<file path="src/wwdc_pkg.sv">
// Shared constants and types for the windowed watchdog control block
package wwdc_pkg;

   // Bus geometry
   localparam int DATA_W = 32;
   localparam int ADDR_W = 12;

   // Register byte offsets
   localparam logic [ADDR_W-1:0] CTRL_OFF = 12'h000;
   localparam logic [ADDR_W-1:0] STATUS_OFF = 12'h004;
   localparam logic [ADDR_W-1:0] RESTART_OFF = 12'h008;

   // Control register field positions
   localparam int SOFT_BIT = 0;
   localparam int IVL_LSB = 1;
   localparam int IVL_MSB = 5;

   // Status register field positions
   localparam int ST_RUN_BIT = 0;
   localparam int ST_CODE_LSB = 1;
   localparam int ST_CODE_MSB = 5;
   localparam int ST_LOCK_BIT = 6;
   localparam int ST_MODE_LSB = 8;
   localparam int ST_MODE_MSB = 9;

   // Interval select codes
   localparam int CODE_W = 5;
   localparam logic [CODE_W-1:0] CODE_ALL_ONES = 5'h1f;
   localparam logic [CODE_W-1:0] INTERVAL_RST = 5'h0b;
   localparam logic [CODE_W-1:0] CODE_MAX = 5'h12;
   localparam logic [CODE_W-1:0] CODE_MIN = 5'h00;
   localparam logic [CODE_W-1:0] SHIFT_BASE = 5'h05;

   // Enable mode encodings
   localparam int MODE_W = 2;
   localparam logic [MODE_W-1:0] MODE_OFF = 2'h0;
   localparam logic [MODE_W-1:0] MODE_SOFT = 2'h1;

   // Values after reset
   localparam logic SOFT_RST = 1'b0;
   localparam logic [MODE_W-1:0] MODE_RST = 2'h0;

   // Prescale counter width: largest ratio is 2**23
   localparam int CNT_W = 24;

   // Clock rates; the count runs on oscillator periods, not bus clocks
   localparam int CLK_HZ = 10_000_000;
   localparam int OSC_HZ = 31_000;
   localparam int OSC_PERIOD_CYC = CLK_HZ / OSC_HZ;

   // Bus response
   localparam logic HRESP_OKAY = 1'b0;

   // Bus slave phase
   typedef enum logic [1:0] {
      BUS_IDLE,
      BUS_WR_DATA,
      BUS_RD_WAIT,
      BUS_RD_DONE
   } wwdc_bus_t;

endpackage : wwdc_pkg

</file>
<file path="src/wwdc_tick_if.sv">
// Link between control, oscillator synchroniser and prescale counter
`timescale 1ns/1ps
interface wwdc_tick_if;
   import wwdc_pkg::*;

   logic osc_tick; // One pulse per oscillator rising edge
   logic run; // Watchdog switched on
   logic [CODE_W-1:0] ratio_code; // Effective interval code
   logic restart; // Clear the count
   logic timeout; // One pulse when the interval expires

   modport ctrl (input osc_tick, input timeout, output run, output ratio_code, output restart);
   modport sync (output osc_tick);
   modport cnt (input osc_tick, input run, input ratio_code, input restart, output timeout);
endinterface : wwdc_tick_if

</file>
<file path="src/wwdc_osc_sync.sv">
// Synchroniser and rising-edge detector for the low-frequency oscillator
`timescale 1ns/1ps
module wwdc_osc_sync (
   input wire logic ref_clk,
   input wire logic rst,
   input wire logic low_freq_internal_osc,
   wwdc_tick_if.sync link
);
   import wwdc_pkg::*;

   logic s1_q; // First stage, read only by the second
   logic s2_q;
   logic s3_q;
   logic level_q; // Filtered oscillator level
   logic tick_q; // Rising-edge pulse

   // Three-stage chain; the oscillator is asynchronous to ref_clk
   always_ff @(posedge ref_clk or posedge rst) begin
      if (rst) begin
         s1_q <= 1'b0;
         s2_q <= 1'b0;
         s3_q <= 1'b0;
      end else begin
         s1_q <= low_freq_internal_osc;
         s2_q <= s1_q;
         s3_q <= s2_q;
      end
   end

   // A change counts only once stages two and three agree
   always_ff @(posedge ref_clk or posedge rst) begin
      if (rst) begin
         level_q <= 1'b0;
         tick_q <= 1'b0;
      end else begin
         tick_q <= 1'b0;
         if (s2_q == s3_q && s3_q != level_q) begin
            level_q <= s3_q;
            tick_q <= s3_q;
         end
      end
   end

   assign link.osc_tick = tick_q;
endmodule : wwdc_osc_sync

</file>
<file path="src/wwdc_prescaler.sv">
// Prescale counter of oscillator periods with timeout pulse
`timescale 1ns/1ps
module wwdc_prescaler #(
   parameter int CNT_WIDTH = wwdc_pkg::CNT_W
) (
   input wire logic ref_clk,
   input wire logic rst,
   wwdc_tick_if.cnt link
);
   import wwdc_pkg::*;

   // Counter must hold the largest ratio
   if (CNT_WIDTH < int'(SHIFT_BASE) + int'(CODE_MAX) + 1) begin : g_bad_width
      $error("prescale counter too narrow for the largest ratio");
   end

   logic [CNT_WIDTH-1:0] count_q; // Oscillator periods counted
   logic [CNT_WIDTH-1:0] terminal; // Last count before expiry
   logic [CODE_W-1:0] shift; // log2 of the ratio
   logic timeout_q;

   // Ratio is 2**(5+code): code 0 gives 32, each step doubles
   always_comb begin
      shift = link.ratio_code + SHIFT_BASE;
      terminal = ({{(CNT_WIDTH-1){1'b0}}, 1'b1} << shift) - {{(CNT_WIDTH-1){1'b0}}, 1'b1};
   end

   // Count only on oscillator ticks, so timing follows the oscillator
   always_ff @(posedge ref_clk or posedge rst) begin
      if (rst) begin
         count_q <= '0;
         timeout_q <= 1'b0;
      end else begin
         timeout_q <= 1'b0;
         if (!link.run || link.restart) begin
            count_q <= '0;
         end else if (link.osc_tick) begin
            if (count_q == terminal) begin
               count_q <= '0;
               timeout_q <= 1'b1;
            end else begin
               count_q <= count_q + {{(CNT_WIDTH-1){1'b0}}, 1'b1};
            end
         end
      end
   end

   assign link.timeout = timeout_q;
endmodule : wwdc_prescaler

</file>
<file path="src/wwdc_top.sv">
// Windowed watchdog control register with AHB-Lite slave and prescaler
`timescale 1ns/1ps

module wwdc_top (
   input wire logic ref_clk,
   input wire logic rst,
   // AHB-Lite slave
   input wire logic hsel,
   input wire logic [wwdc_pkg::DATA_W-1:0] haddr,
   input wire logic [1:0] htrans,
   input wire logic hwrite,
   input wire logic [2:0] hsize,
   input wire logic hready,
   input wire logic [wwdc_pkg::DATA_W-1:0] hwdata,
   output logic [wwdc_pkg::DATA_W-1:0] hrdata,
   output logic hreadyout,
   output logic hresp,
   // Configuration word fields, static while running
   input wire logic [wwdc_pkg::CODE_W-1:0] config_interval_default,
   input wire logic [wwdc_pkg::MODE_W-1:0] watchdog_enable_mode,
   // Oscillator pin and watchdog outputs
   input wire logic low_freq_internal_osc,
   output logic watchdog_on,
   output logic watchdog_timeout
);
   import wwdc_pkg::*;

   wwdc_tick_if u_link ();

   // Bus slave state
   wwdc_bus_t bus_q; // Current data phase
   wwdc_bus_t bus_d;
   logic [ADDR_W-1:0] addr_q; // Offset of the access in flight
   logic [DATA_W-1:0] hrdata_q; // Read data, loaded in the wait cycle
   logic accept; // Address phase taken this cycle

   // Configuration capture
   logic init_q; // High for the first cycle after reset release
   logic [CODE_W-1:0] cfg_default_q; // Captured default interval
   logic [MODE_W-1:0] mode_q; // Captured enable mode
   logic locked; // Interval field read-only

   // Control state
   logic [CODE_W-1:0] interval_q; // Interval select field
   logic soft_q; // Software enable bit
   logic run_q; // Watchdog switched on
   logic run_d;
   logic [CODE_W-1:0] ratio_code; // Code after reserved fallback
   logic timeout_q;

   // Write strobes in the data phase
   logic wr_ctrl;
   logic wr_restart;

   // Only NONSEQ/SEQ with the bus ready start a transfer
   assign accept = hsel && htrans[1] && hready;

   // Reads get one wait state so a write just before is visible
   always_comb begin
      bus_d = BUS_IDLE;
      unique case (bus_q)
         BUS_RD_WAIT: begin
            bus_d = BUS_RD_DONE;
         end
         BUS_IDLE, BUS_WR_DATA, BUS_RD_DONE: begin
            if (accept) begin
               bus_d = hwrite ? BUS_WR_DATA : BUS_RD_WAIT;
            end
         end
      endcase
   end

   // Phase register
   always_ff @(posedge ref_clk or posedge rst) begin
      if (rst) begin
         bus_q <= BUS_IDLE;
      end else begin
         bus_q <= bus_d;
      end
   end

   // Address held for the data phase; upper address bits alias
   always_ff @(posedge ref_clk or posedge rst) begin
      if (rst) begin
         addr_q <= '0;
      end else if (accept && bus_q != BUS_RD_WAIT) begin
         addr_q <= haddr[ADDR_W-1:0];
      end
   end

   assign wr_ctrl = (bus_q == BUS_WR_DATA) && (addr_q == CTRL_OFF);
   assign wr_restart = (bus_q == BUS_WR_DATA) && (addr_q == RESTART_OFF);

   // Read data; unmapped offsets and the restart register read zero
   always_ff @(posedge ref_clk or posedge rst) begin
      if (rst) begin
         hrdata_q <= '0;
      end else if (bus_q == BUS_RD_WAIT) begin
         hrdata_q <= '0;
         if (addr_q == CTRL_OFF) begin
            hrdata_q[IVL_MSB:IVL_LSB] <= interval_q;
            hrdata_q[SOFT_BIT] <= soft_q;
         end else if (addr_q == STATUS_OFF) begin
            hrdata_q[ST_RUN_BIT] <= run_q;
            hrdata_q[ST_CODE_MSB:ST_CODE_LSB] <= ratio_code;
            hrdata_q[ST_LOCK_BIT] <= locked;
            hrdata_q[ST_MODE_MSB:ST_MODE_LSB] <= mode_q;
         end
      end
   end

   assign hrdata = hrdata_q;
   assign hreadyout = (bus_q != BUS_RD_WAIT);
   assign hresp = HRESP_OKAY;

   // One-cycle marker after reset release for configuration capture
   always_ff @(posedge ref_clk or posedge rst) begin
      if (rst) begin
         init_q <= 1'b1;
      end else begin
         init_q <= 1'b0;
      end
   end

   // Config word sampled once after release, never under reset
   always_ff @(posedge ref_clk or posedge rst) begin
      if (rst) begin
         cfg_default_q <= CODE_ALL_ONES;
         mode_q <= MODE_RST;
      end else if (init_q) begin
         cfg_default_q <= config_interval_default;
         mode_q <= watchdog_enable_mode;
      end
   end

   assign locked = (cfg_default_q != CODE_ALL_ONES);

   // Interval field: reset default, config load, then software
   always_ff @(posedge ref_clk or posedge rst) begin
      if (rst) begin
         interval_q <= INTERVAL_RST;
      end else if (init_q) begin
         if (config_interval_default == CODE_ALL_ONES) begin
            interval_q <= INTERVAL_RST;
         end else begin
            interval_q <= config_interval_default;
         end
      end else if (wr_ctrl && !locked) begin
         interval_q <= hwdata[IVL_MSB:IVL_LSB];
      end
   end

   // Software enable bit; cleared by every reset
   always_ff @(posedge ref_clk or posedge rst) begin
      if (rst) begin
         soft_q <= SOFT_RST;
      end else if (wr_ctrl) begin
         soft_q <= hwdata[SOFT_BIT];
      end
   end

   // Reserved codes fall back to the shortest ratio
   always_comb begin
      if (interval_q > CODE_MAX) begin
         ratio_code = CODE_MIN;
      end else begin
         ratio_code = interval_q;
      end
   end

   // Mode 1x forces on, 00 forces off, 01 follows the soft bit
   always_comb begin
      if (mode_q[1]) begin
         run_d = 1'b1;
      end else if (mode_q == MODE_SOFT) begin
         run_d = soft_q;
      end else begin
         run_d = 1'b0;
      end
   end

   // Registered run state drives the counter and the pin
   always_ff @(posedge ref_clk or posedge rst) begin
      if (rst) begin
         run_q <= 1'b0;
      end else begin
         run_q <= run_d;
      end
   end

   // Timeout pin registered again for a clean data output
   always_ff @(posedge ref_clk or posedge rst) begin
      if (rst) begin
         timeout_q <= 1'b0;
      end else begin
         timeout_q <= u_link.timeout;
      end
   end

   // Any control register write or an explicit restart clears the count
   assign u_link.run = run_q;
   assign u_link.ratio_code = ratio_code;
   assign u_link.restart = wr_restart || wr_ctrl;

   assign watchdog_on = run_q;
   assign watchdog_timeout = timeout_q;

   // Oscillator edge detector
   wwdc_osc_sync u_sync (
      .ref_clk(ref_clk),
      .rst(rst),
      .low_freq_internal_osc(low_freq_internal_osc),
      .link(u_link.sync)
   );

   // Prescale counter
   wwdc_prescaler #(
      .CNT_WIDTH(CNT_W)
   ) u_cnt (
      .ref_clk(ref_clk),
      .rst(rst),
      .link(u_link.cnt)
   );
endmodule : wwdc_top

</file>
<file path="config.mk">
export PLATFORM = sky130hd
export DESIGN_NAME = wwdc_top
export DESIGN_NICKNAME = d
export VERILOG_FILES = /design/src/wwdc_pkg.sv /design/src/wwdc_tick_if.sv /design/src/wwdc_osc_sync.sv /design/src/wwdc_prescaler.sv /design/src/wwdc_top.sv
export SDC_FILE = /design/constraint.sdc
export NUM_CORES = 1
export LEC_CHECK = 0
export BUFFER_PORTS_ARGS = -buffer_cell sky130_fd_sc_hd__buf_4
export CAP_MARGIN = 40
export CORE_ASPECT_RATIO = 0.7
export CORE_MARGIN = 2
export CORE_UTILIZATION = 48
export CTS_BUF_LIST = sky130_fd_sc_hd__clkbuf_16
export DETAILED_ROUTE_END_ITERATION = 10
export PLACE_DENSITY = 0.89
export SLEW_MARGIN = 20
export SYNTH_ARGS = -nofsm -noshare
export SYNTH_HDL_FRONTEND = slang
export SYNTH_SLANG_ARGS = --single-unit
</file>
<file path="constraint.sdc">
create_clock -name ref_clk -period 2.8 [get_ports ref_clk]
set_clock_uncertainty 0.1 [all_clocks]
set_input_delay 0.14 -clock ref_clk [delete_from_list [all_inputs] [get_ports ref_clk]]
set_output_delay 0.14 -clock ref_clk [all_outputs]
set_load 0.01 [all_outputs]
</file>
Word-level counts from Yosys, hierarchy flattened
Index checks and enable logic that the tools add are counted.
{"block": "totals", "output_inout_bits": 36, "reg_bits": 69, "elab_cells": 71, "inputBits": 82}
{"block": "op_classes", "addsub": 3, "n_eq_ne": 12, "n_lt_le_gt_ge": 1, "muxes": 21, "n_reduce_logical": 16, "n_shift": 1}
{"op": "24-bit two-way mux", "count": 3}
{"op": "24-bit by 1-bit adder with 24-bit output (second input constant)", "count": 1}
{"op": "24-bit == test", "count": 1}
{"op": "1-bit by 5-bit left shift with 24-bit output (first input constant)", "count": 1}
{"op": "24-bit by 1-bit subtractor with 24-bit output (second input constant)", "count": 1}
{"op": "5-bit two-way mux", "count": 4}
{"op": "12-bit by 3-bit == test with 1-bit output (second input constant)", "count": 1}
{"op": "12-bit by 4-bit == test with 1-bit output (second input constant)", "count": 1}
{"op": "12-bit zero test", "count": 1}
{"op": "2-bit two-way mux", "count": 4}
{"op": "1-bit logical AND", "count": 7}
{"op": "1-bit two-way mux", "count": 7}
{"op": "7-bit two-way mux", "count": 1}
{"op": "6-bit two-way mux", "count": 1}
{"op": "5-bit by 3-bit adder with 5-bit output (second input constant)", "count": 1}
{"op": "5-bit == test (second input constant)", "count": 1}
{"op": "5-bit > comparator (second input constant)", "count": 1}
{"op": "5-bit inequality test (second input constant)", "count": 1}
{"op": "2-bit by 1-bit == test with 1-bit output (second input constant)", "count": 2}
{"op": "2-bit == test (second input constant)", "count": 2}
{"op": "2-bit one-hot mux with 2 select lines", "count": 1}
{"op": "2-bit nonzero test", "count": 2}
{"op": "3-bit OR reduction", "count": 1}
{"op": "1-bit zero test", "count": 2}
{"op": "5 further kinds", "count": 6}

Depth between registers and ports, before layout
Gate-level depths: netlist of the first run.
{"block": "logic_depth", "ltp_word": 9, "depth_mapped": 12, "ltp_nobuf": 9}

Modules after synthesis
Synthesis of the first run repeated with hierarchy kept, for this count alone.
{"block": "hier_totals", "hier_cells": 490, "hier_area_um2": 4531.8}
{"module": "wwdc_prescaler", "seq_area_each_um2": 625.6, "n_inst": 1, "area_each_um2": 2493.6, "cells_per_inst": 308}
{"module": "wwdc_top", "seq_area_each_um2": 987.2, "n_inst": 1, "area_each_um2": 1888.1, "cells_per_inst": 174}
{"module": "wwdc_osc_sync", "seq_area_each_um2": 125.1, "n_inst": 1, "area_each_um2": 150.1, "cells_per_inst": 8}

Least setup slack after synthesis of the first run
No wires, ideal clock.
{"block": "synth_timing", "kind": "flip-flop to flip-flop", "start": "reg interval_q[0]", "end": "reg u_cnt.count_q[7]", "setup_slack_ps": -212, "t_arrival_ps": 2786, "path_stages_with_launch": 11, "required_ps": 2574, "synth_period_minus_slack_ps": 3012, "setup_ps": 126, "cell_sequence": "dfstp_2 > buf_6 > or3b_4 > or3_1 > a211o_1 > a21oi_2 > nand2_1 > nor4_4 > nor2_4 > buf_6 > a221o_1"}
{"block": "synth_via", "elab_chain_len": 9}
{"item": "start, declared", "line_no": "wwdc_top.sv:44", "source": "logic [CODE_W-1:0] interval_q;"}
{"item": "start signal, assigned", "line_no": "wwdc_top.sv:146", "source": "interval_q <= config_interval_default;"}
{"item": "start signal, assigned", "line_no": "wwdc_top.sv:149", "source": "interval_q <= hwdata[IVL_MSB:IVL_LSB];"}
{"item": "5-bit > comparator", "line_no": "wwdc_top.sv:164", "source": "if (interval_q > CODE_MAX) begin"}
{"item": "5-bit two-way mux (*)", "line_no": "wwdc_top.sv:164"}
{"item": "5-bit by 3-bit adder with 5-bit output (*)", "line_no": "wwdc_prescaler.sv:24", "source": "shift = link.ratio_code + SHIFT_BASE;"}
{"item": "1-bit by 5-bit left shift with 24-bit output (*)", "line_no": "wwdc_prescaler.sv:25", "source": "terminal = ({{(CNT_WIDTH-1){1'b0}}, 1'b1} << shift) - {{(CNT_WIDTH-1){1'b0}}, 1'b1};"}
{"item": "24-bit by 1-bit subtractor with 24-bit output (*)", "line_no": "wwdc_prescaler.sv:25"}
{"item": "24-bit == test (*)", "line_no": "wwdc_prescaler.sv:38", "source": "if (count_q == terminal) begin"}
{"item": "24-bit two-way mux (*)", "line_no": "wwdc_prescaler.sv:38"}
{"item": "24-bit two-way mux (*)", "line_no": "wwdc_prescaler.sv:37", "source": "end else if (link.osc_tick) begin"}
{"item": "24-bit two-way mux (*)", "line_no": "wwdc_prescaler.sv:35", "source": "if (!link.run || link.restart) begin"}
{"item": "end signal, assigned", "line_no": "wwdc_prescaler.sv:42", "source": "count_q <= count_q + {{(CNT_WIDTH-1){1'b0}}, 1'b1};"}
{"item": "end, declared", "line_no": "wwdc_prescaler.sv:17", "source": "logic [CNT_WIDTH-1:0] count_q;"}
Mark *: on every way between the ends. The rest lies on a longest branch, timed or not. The select of a mux whose other input is x is not followed.
A chain may end at the register's enable or synchronous reset.

Worst setup path after layout of the first run
{"block": "layout_timing", "start": "reg interval_q[0]", "end": "reg u_cnt.count_q[22]"}
The elaborated chain is that of the path after synthesis.

==> results.yml, run 1 <==
route:
  highest_layer: "met4"
  vias: 4155
  route.detailed.drc: 0
  first_pass_iters: 8
  met1_length_microns: 5010
  viasPerCell: 6.03
  final_antenna_net_count: 0
  wire_per_inst_microns: 18.8
  finalWirelength_microns: 13000
  wl_met2_microns: 6170
  first_iter_violations: 535
  wl_met3_microns: 1490
layout:
  fin_area_sq_um: 5590
  stdcell_count: 689
  drive_gt1_share_pct: 30.1
  fin_nets: 648
  fill_cells: 621
  synthToLayoutAreaGrowth_pct: 30.7
  diodes: 0
place:
  placed_cells: 641
  place_hpwl_microns: 8210
  gp_congestion: 1.02
  detailed_place.area_sq_um: 4860
  numPortBuffers: 43
floorplanning:
  die_area_sq_um: 9700
  coreArea_sq_um: 8550
  io_pins: 118
  initial_core_util_pct: 50.1
  fp.dieH_microns: 83.0
  dieWidth_microns: 117
  rows: 28
synthesis:
  synth.distinct_cells: 58
  synth_edf_count: 0
  yosys_warnings: 0
  ys_seq_area_share_pct: 40.6
  avgSynthCellArea_sq_um: 9.09
  ys_seq_elements: 69
  synth_top_area_share_pct: 35.1
  yosys.area.top_type: "dfrtp_1"
  synth_area_leaders: "dfrtp_1 35%, dfstp_2 5.5%, mux2_2 5.5%"
  async_flop_share_pct: 100
  synth_cells: 471
  yosys_most_used_dff: "dfrtp_1"
  netlist_area_sq_um: 4280
timing:
  post-route-period-util_pct: 110
  hold_violations: 0
  setup_violations: 24
  tightest_slew_ns: 0.799
  finalWorstSetupSlack_ns: -0.271
  relSlewSlack_pct: 46.4
  fmax_ghz: 0.326
  fin_crit_ns: 3.07
  rsz0062_at_grt: "yes"
  final-max-slew-violation-count: 0
critical_path:
  critPathKind: "reg -> reg"
  crit_path_end_kind: "flip-flop"
  worstSetupStartpointType: "flip-flop"
  crit_arrival_ns: 3.19
  required_ns: 2.92
  worst-path-max-fanout: 8
clock_network:
  clk_pin_slew_ns: 0.06
  cts_buffers: 9
  htreeDepth: 3
  cts_sinks: 69
  root_buffer: "clkbuf_16"
  cts_tree: "built"
  clock_path_buffers: 2
  worstSkewPairLatency_ns: 0.35
run:
  drv_cap: 0
pwr:
  p_leak_nw: 2.42
  power.density_nw_per_um2: 545
  ir_worst_vdd_mv: 0.324
global_routing:
  antenna_found_initial: 0
  grt_pass1_vias: 4028
  grt_max_degree: 37
  grt_overflow: 0
  grt_usage_pct: 26.8
  grt_pass1_wl_microns: 20200
min_path:
  hold_class: "in -> reg"
run_status:
  status: "complete, but fails checks"
  violations: "setup timing"
## stage by stage
step           setup WS [ns]  total power (W)  utilization [%]  hold slack [ns]  TNS (ns)
3_5_place_dp          -0.163          0.00174             56.8            0.151     -2.28
2_1_floorplan         -0.211          0.00155                -           0.0714     -3.00
3_3_place_gp          -0.125          0.00170             56.7            0.151     -1.68
4_1_cts               -0.127          0.00300             64.7           0.0104     -1.07
6_report              -0.271          0.00305             65.4           0.0109     -4.60
5_1_grt               -0.394          0.00315             65.4           0.0749     -7.56
## synth_stat cells, types with 6 or more instances
| cell type | n |
|---|---|
| a22o_1 | 13 |
| nor2_1 | 47 |
| buf_4 | 24 |
| nor4_1 | 11 |
| dfrtp_1 | 60 |
| xor2_1 | 8 |
| nand2_1 | 31 |
| nor3_1 | 19 |
| o31ai_1 | 8 |
| nand4_1 | 9 |
| clkbuf_1 | 24 |
| nand3_1 | 23 |
| a221o_1 | 9 |
| xnor2_1 | 12 |
| a21oi_1 | 15 |
| inv_1 | 13 |
| nand2b_1 | 6 |
| o21ai_0 | 18 |
| dfstp_2 | 9 |
| mux2_2 | 21 |
## placed cells by master (no fill, tap or decap), drive strengths merged, types with 4 or more instances in the layout
master       Yosys  layout
buf             36      92
dfrtp           60      60
nor2            48      49
nand2           31      31
conb             2      27
dlygate4sd3      0      24
nand3           23      23
mux2            21      21
nor3            19      19
o21ai           18      18
a21oi           16      16
inv             13      14
a22o            13      13
xnor2           12      12
nor4            12      12
nand4            9       9
a221o            9       9
clkbuf          24       9
dfstp            9       9
o31ai            8       8
xor2             8       8
nand2b           6       6
mux2i            5       5
or3              5       5
a21o             5       5
a22oi            5       5
or2              4       4
a31oi            4       4
nor2b            4       4
a211oi           4       4
clkinv           0       4
## sequential cells by signal (all words and copies together) (netlist names)
register              cells
u_cnt.link.timeout        1
watchdog_timeout          1
u_sync.link.osc_tick      1
u_sync.s2_q               1
addr_q                   12
interval_q                5
u_cnt.count_q            24
u_sync.s3_q               1
soft_q                    1
bus_q                     2
hrdata                    9
init_q                    1
u_sync.level_q            1
u_sync.s1_q               1
watchdog_on               1
mode_q                    2
cfg_default_q             5
## final cells by class
class                   count  area, sq um  area share, %
multi-input cells         355         2350           42.1
flip-flops and latches     69         1740           31.2
repair buffers            116          981           17.5
clock buffers               9          225           4.03
well taps                 120          150           2.68
clock inverters             7         91.3           1.63
inverters                  13         48.8          0.872
## logic make-up after synthesis
logic type / share of synthesized area (%)
multiplexers: 6.69
adder cells (fa/ha/maj): 0.585
XOR/XNOR: 4.09
AO/OA/AOI/OAI: 16.6
flip-flops: 40.6
AND/OR/NAND/NOR: 22.1
buffers and inverters: 9.18
other: 0.175
## power by group
| group | internal, W | switching [W] | leakage [nW] | total (W) |
|---|---|---|---|---|
| registers | 0.00110 | 0.0000872 | 0.882 | 0.00119 |
| logic | 0.000295 | 0.000331 | 1.38 | 0.000626 |
| clock network | 0.000776 | 0.000454 | 0.161 | 0.00123 |
| total | 0.00217 | 0.000873 | 2.42 | 0.00305 |
## layer usage
metal  global-route usage [%]  vias up
li1                         -     1844
met1                     34.9     2025
met2                     42.4      252
met3                     7.66       34
met4                     9.20        0
met5                        0        -
## final timing paths
| kind | start | end | slack, ns | cells past startpoint |
|---|---|---|---|---|
| setup / recovery | interval_q[0]$_DFFE_PP1P_ | u_cnt.count_q[22]$_DFFE_PP0P_ | -0.27 | 11 |
| hold / removal | hwdata[1] | interval_q[0]$_DFFE_PP1P_ | 0.01 | 3 |
| setup reg to reg | interval_q[0]$_DFFE_PP1P_ | u_cnt.count_q[22]$_DFFE_PP0P_ | -0.27 | 11 |
| hold reg to reg | u_cnt.link.timeout$_DFF_PP0_ | watchdog_timeout$_DFF_PP0_ | 0.25 | 0 |
| max in group asynchronous | rst | cfg_default_q[2]$_DFFE_PP1P_ | 1.48 | 4 |
| min in group asynchronous | rst | hrdata[1]$_DFFE_PP0N_ | 0.40 | 3 |
## worst max-delay path: stages, from the launching register on
cell and delay [ns]:
dfstp_2 0.55, or3b_4 0.39, buf_4 0.16, o21ai_0 0.32, o211ai_1 0.19, a21oi_2 0.22
nand2_2 0.09, nor4_4 0.32, buf_12 0.18, buf_12 0.11, nor2_1 0.04, a221o_1 0.29
## repair_timing
item	in CTS	in global routing
gates resized for setup	13	14
cloned	0	1
pin swaps	10	7
hold buffers	24	0
buffers inserted	6	1
setup endpoints to repair	22	24
hold endpoints to repair	58	0
Note: power is estimated with default switching activity, not from simulation.
==> inputs of run 2 (changes only) <==
==> constraint.sdc (replaced) <==
create_clock -name ref_clk -period 2.55 [get_ports ref_clk]
set_clock_uncertainty 0.1 [all_clocks]
set_input_delay 0.1275 -clock ref_clk [delete_from_list [all_inputs] [get_ports ref_clk]]
set_output_delay 0.1275 -clock ref_clk [all_outputs]
set_load 0.01 [all_outputs]
==> results.yml, run 2 (synthesis results as in run 1) <==
run_status:
  status: "complete, but fails checks"
  violations: "setup timing"
global_routing:
  grt_pass1_vias: 3921
  antenna_found_initial: 0
  grt_overflow: 0
  grt_usage_pct: 26.1
  grt_pass1_wl_microns: 19800
  grt_max_degree: 31
layout:
  largest_reg_flops: 24
  drive_gt1_share_pct: 34.5
  stdcell_count: 712
  fin_area_sq_um: 5800
  layout_common_cells: "112 x buf_4, 59 x dfrtp_1, 39 x nor2_1"
  top_register: "u_cnt.count_q"
  synthToLayoutAreaGrowth_pct: 35.4
  final_common_cell: "buf_4"
  fin_nets: 671
  diodes: 0
place:
  detailed_place.area_sq_um: 5030
  numPortBuffers: 43
  gp_congestion: 0.980
  place_hpwl_microns: 8550
  placed_cells: 664
route:
  first_iter_violations: 490
  vias: 4289
  final_antenna_net_count: 0
  highest_layer: "met4"
  finalWirelength_microns: 13200
  first_pass_iters: 5
  wl_met2_microns: 6160
  route.detailed.drc: 0
  wl_met3_microns: 1170
  wire_per_inst_microns: 18.6
  viasPerCell: 6.02
  met1_length_microns: 5420
timing:
  fin_tns_setup_ns: -6.25
  setup_violations: 24
  hold_violations: 0
  finalWorstSetupSlack_ns: -0.336
  fmax_ghz: 0.346
  relSlewSlack_pct: 58.3
  rsz0062_at_grt: "yes"
  final-max-slew-violation-count: 0
  tightest_slew_ns: 0.626
  fin_crit_ns: 2.89
  post-route-period-util_pct: 113
floorplanning:
  die_area_sq_um: 9700
  dieWidth_microns: 117
  initial_core_util_pct: 50.1
  coreArea_sq_um: 8550
  fp.dieH_microns: 83.0
  io_pins: 118
  rows: 28
clock_network:
  cts_buffers: 9
  cts_tree: "built"
  clk_pin_slew_ns: 0.06
  cts_sinks: 69
  htreeDepth: 3
  worstSkewPairLatency_ns: 0.34
  root_buffer: "clkbuf_16"
  clock_path_buffers: 2
critical_path:
  crit_path_end_kind: "flip-flop"
  crit_arrival_ns: 3.01
  critPathKind: "reg -> reg"
  worstSetupStartpointType: "flip-flop"
  required_ns: 2.67
  worst-path-max-fanout: 8
pwr:
  p_leak_nw: 2.53
  ir_worst_vdd_mv: 0.312
  power.density_nw_per_um2: 560
run:
  drv_cap: 0
min_path:
  hold_class: "in -> reg"
run 2: cell type report:
cell class / count / area (sq um)
clock buffer: 9 / 225
clock inverter: 7 / 58.8
fill: 626 / 2750
inverter: 13 / 48.8
multi-input combinational: 354 / 2430
sequential: 69 / 1740
tap: 120 / 150
timing repair buffer: 140 / 1140
run 2: stage by stage:
step                      setup WS, ns  utilization (%)  hold WS (ns)  power, W
after CTS                       -0.270             66.4        0.0133   0.00317
after floorplan                 -0.461                -        0.0589   0.00170
after detailed placement        -0.356             58.8        0.0759   0.00192
after global placement          -0.295             58.8        0.0566   0.00188
after global routing            -0.407             67.8        0.0565   0.00336
final                           -0.336             67.8        0.0198   0.00325
run 2: report_power, final:
group / internal, W / switching (W)
registers: 0.00121 / 0.0000917
clock network: 0.000742 / 0.000455
logic: 0.000352 / 0.000396
total: 0.00230 / 0.000943
run 2: final timing paths:
kind                                      startpoint                       endpoint  slack, ns  cells past startpoint
min in group asynchronous                        rst         addr_q[10]$_DFFE_PP0P_       0.27                      3
max in group asynchronous                        rst   cfg_default_q[1]$_DFFE_PP1P_       1.37                      4
max reg2reg                interval_q[0]$_DFFE_PP1P_  u_cnt.count_q[16]$_DFFE_PP0P_      -0.34                     11
min                                        hwdata[1]      interval_q[0]$_DFFE_PP1P_       0.02                      3
max                        interval_q[0]$_DFFE_PP1P_  u_cnt.count_q[16]$_DFFE_PP0P_      -0.34                     11
min reg2reg                    u_sync.s1_q$_DFF_PP0_          u_sync.s2_q$_DFF_PP0_       0.25                      0
run 2: worst max-delay path, cell delays in order, from the launching register on:
cell      delay, ns
dfstp_2        0.55
or3b_4         0.40
buf_4          0.15
o21ai_0        0.25
o211ai_1       0.18
a21oi_2        0.20
nand2_2        0.08
nor4_4         0.22
buf_6          0.17
buf_12         0.14
nor2_1         0.04
a221o_1        0.26
run 2: per-layer routing:
metal | vias to the layer above | global-route usage (%)
met2 | 293 | 41.0
met4 | 0 | 8.24
met1 | 2049 | 35.6
li1 | 1885 | -
met3 | 62 | 6.20
met5 | - | 0
run 2: timing repair:
item                                    CTS  global route
endpoints found under the setup margin   24            25
endpoints found under the hold margin    43             0
cloned                                    0             0
resized for setup                        17            23
setup buffers                             8             1
hold buffers                             23             0
pin swaps                                 6             9
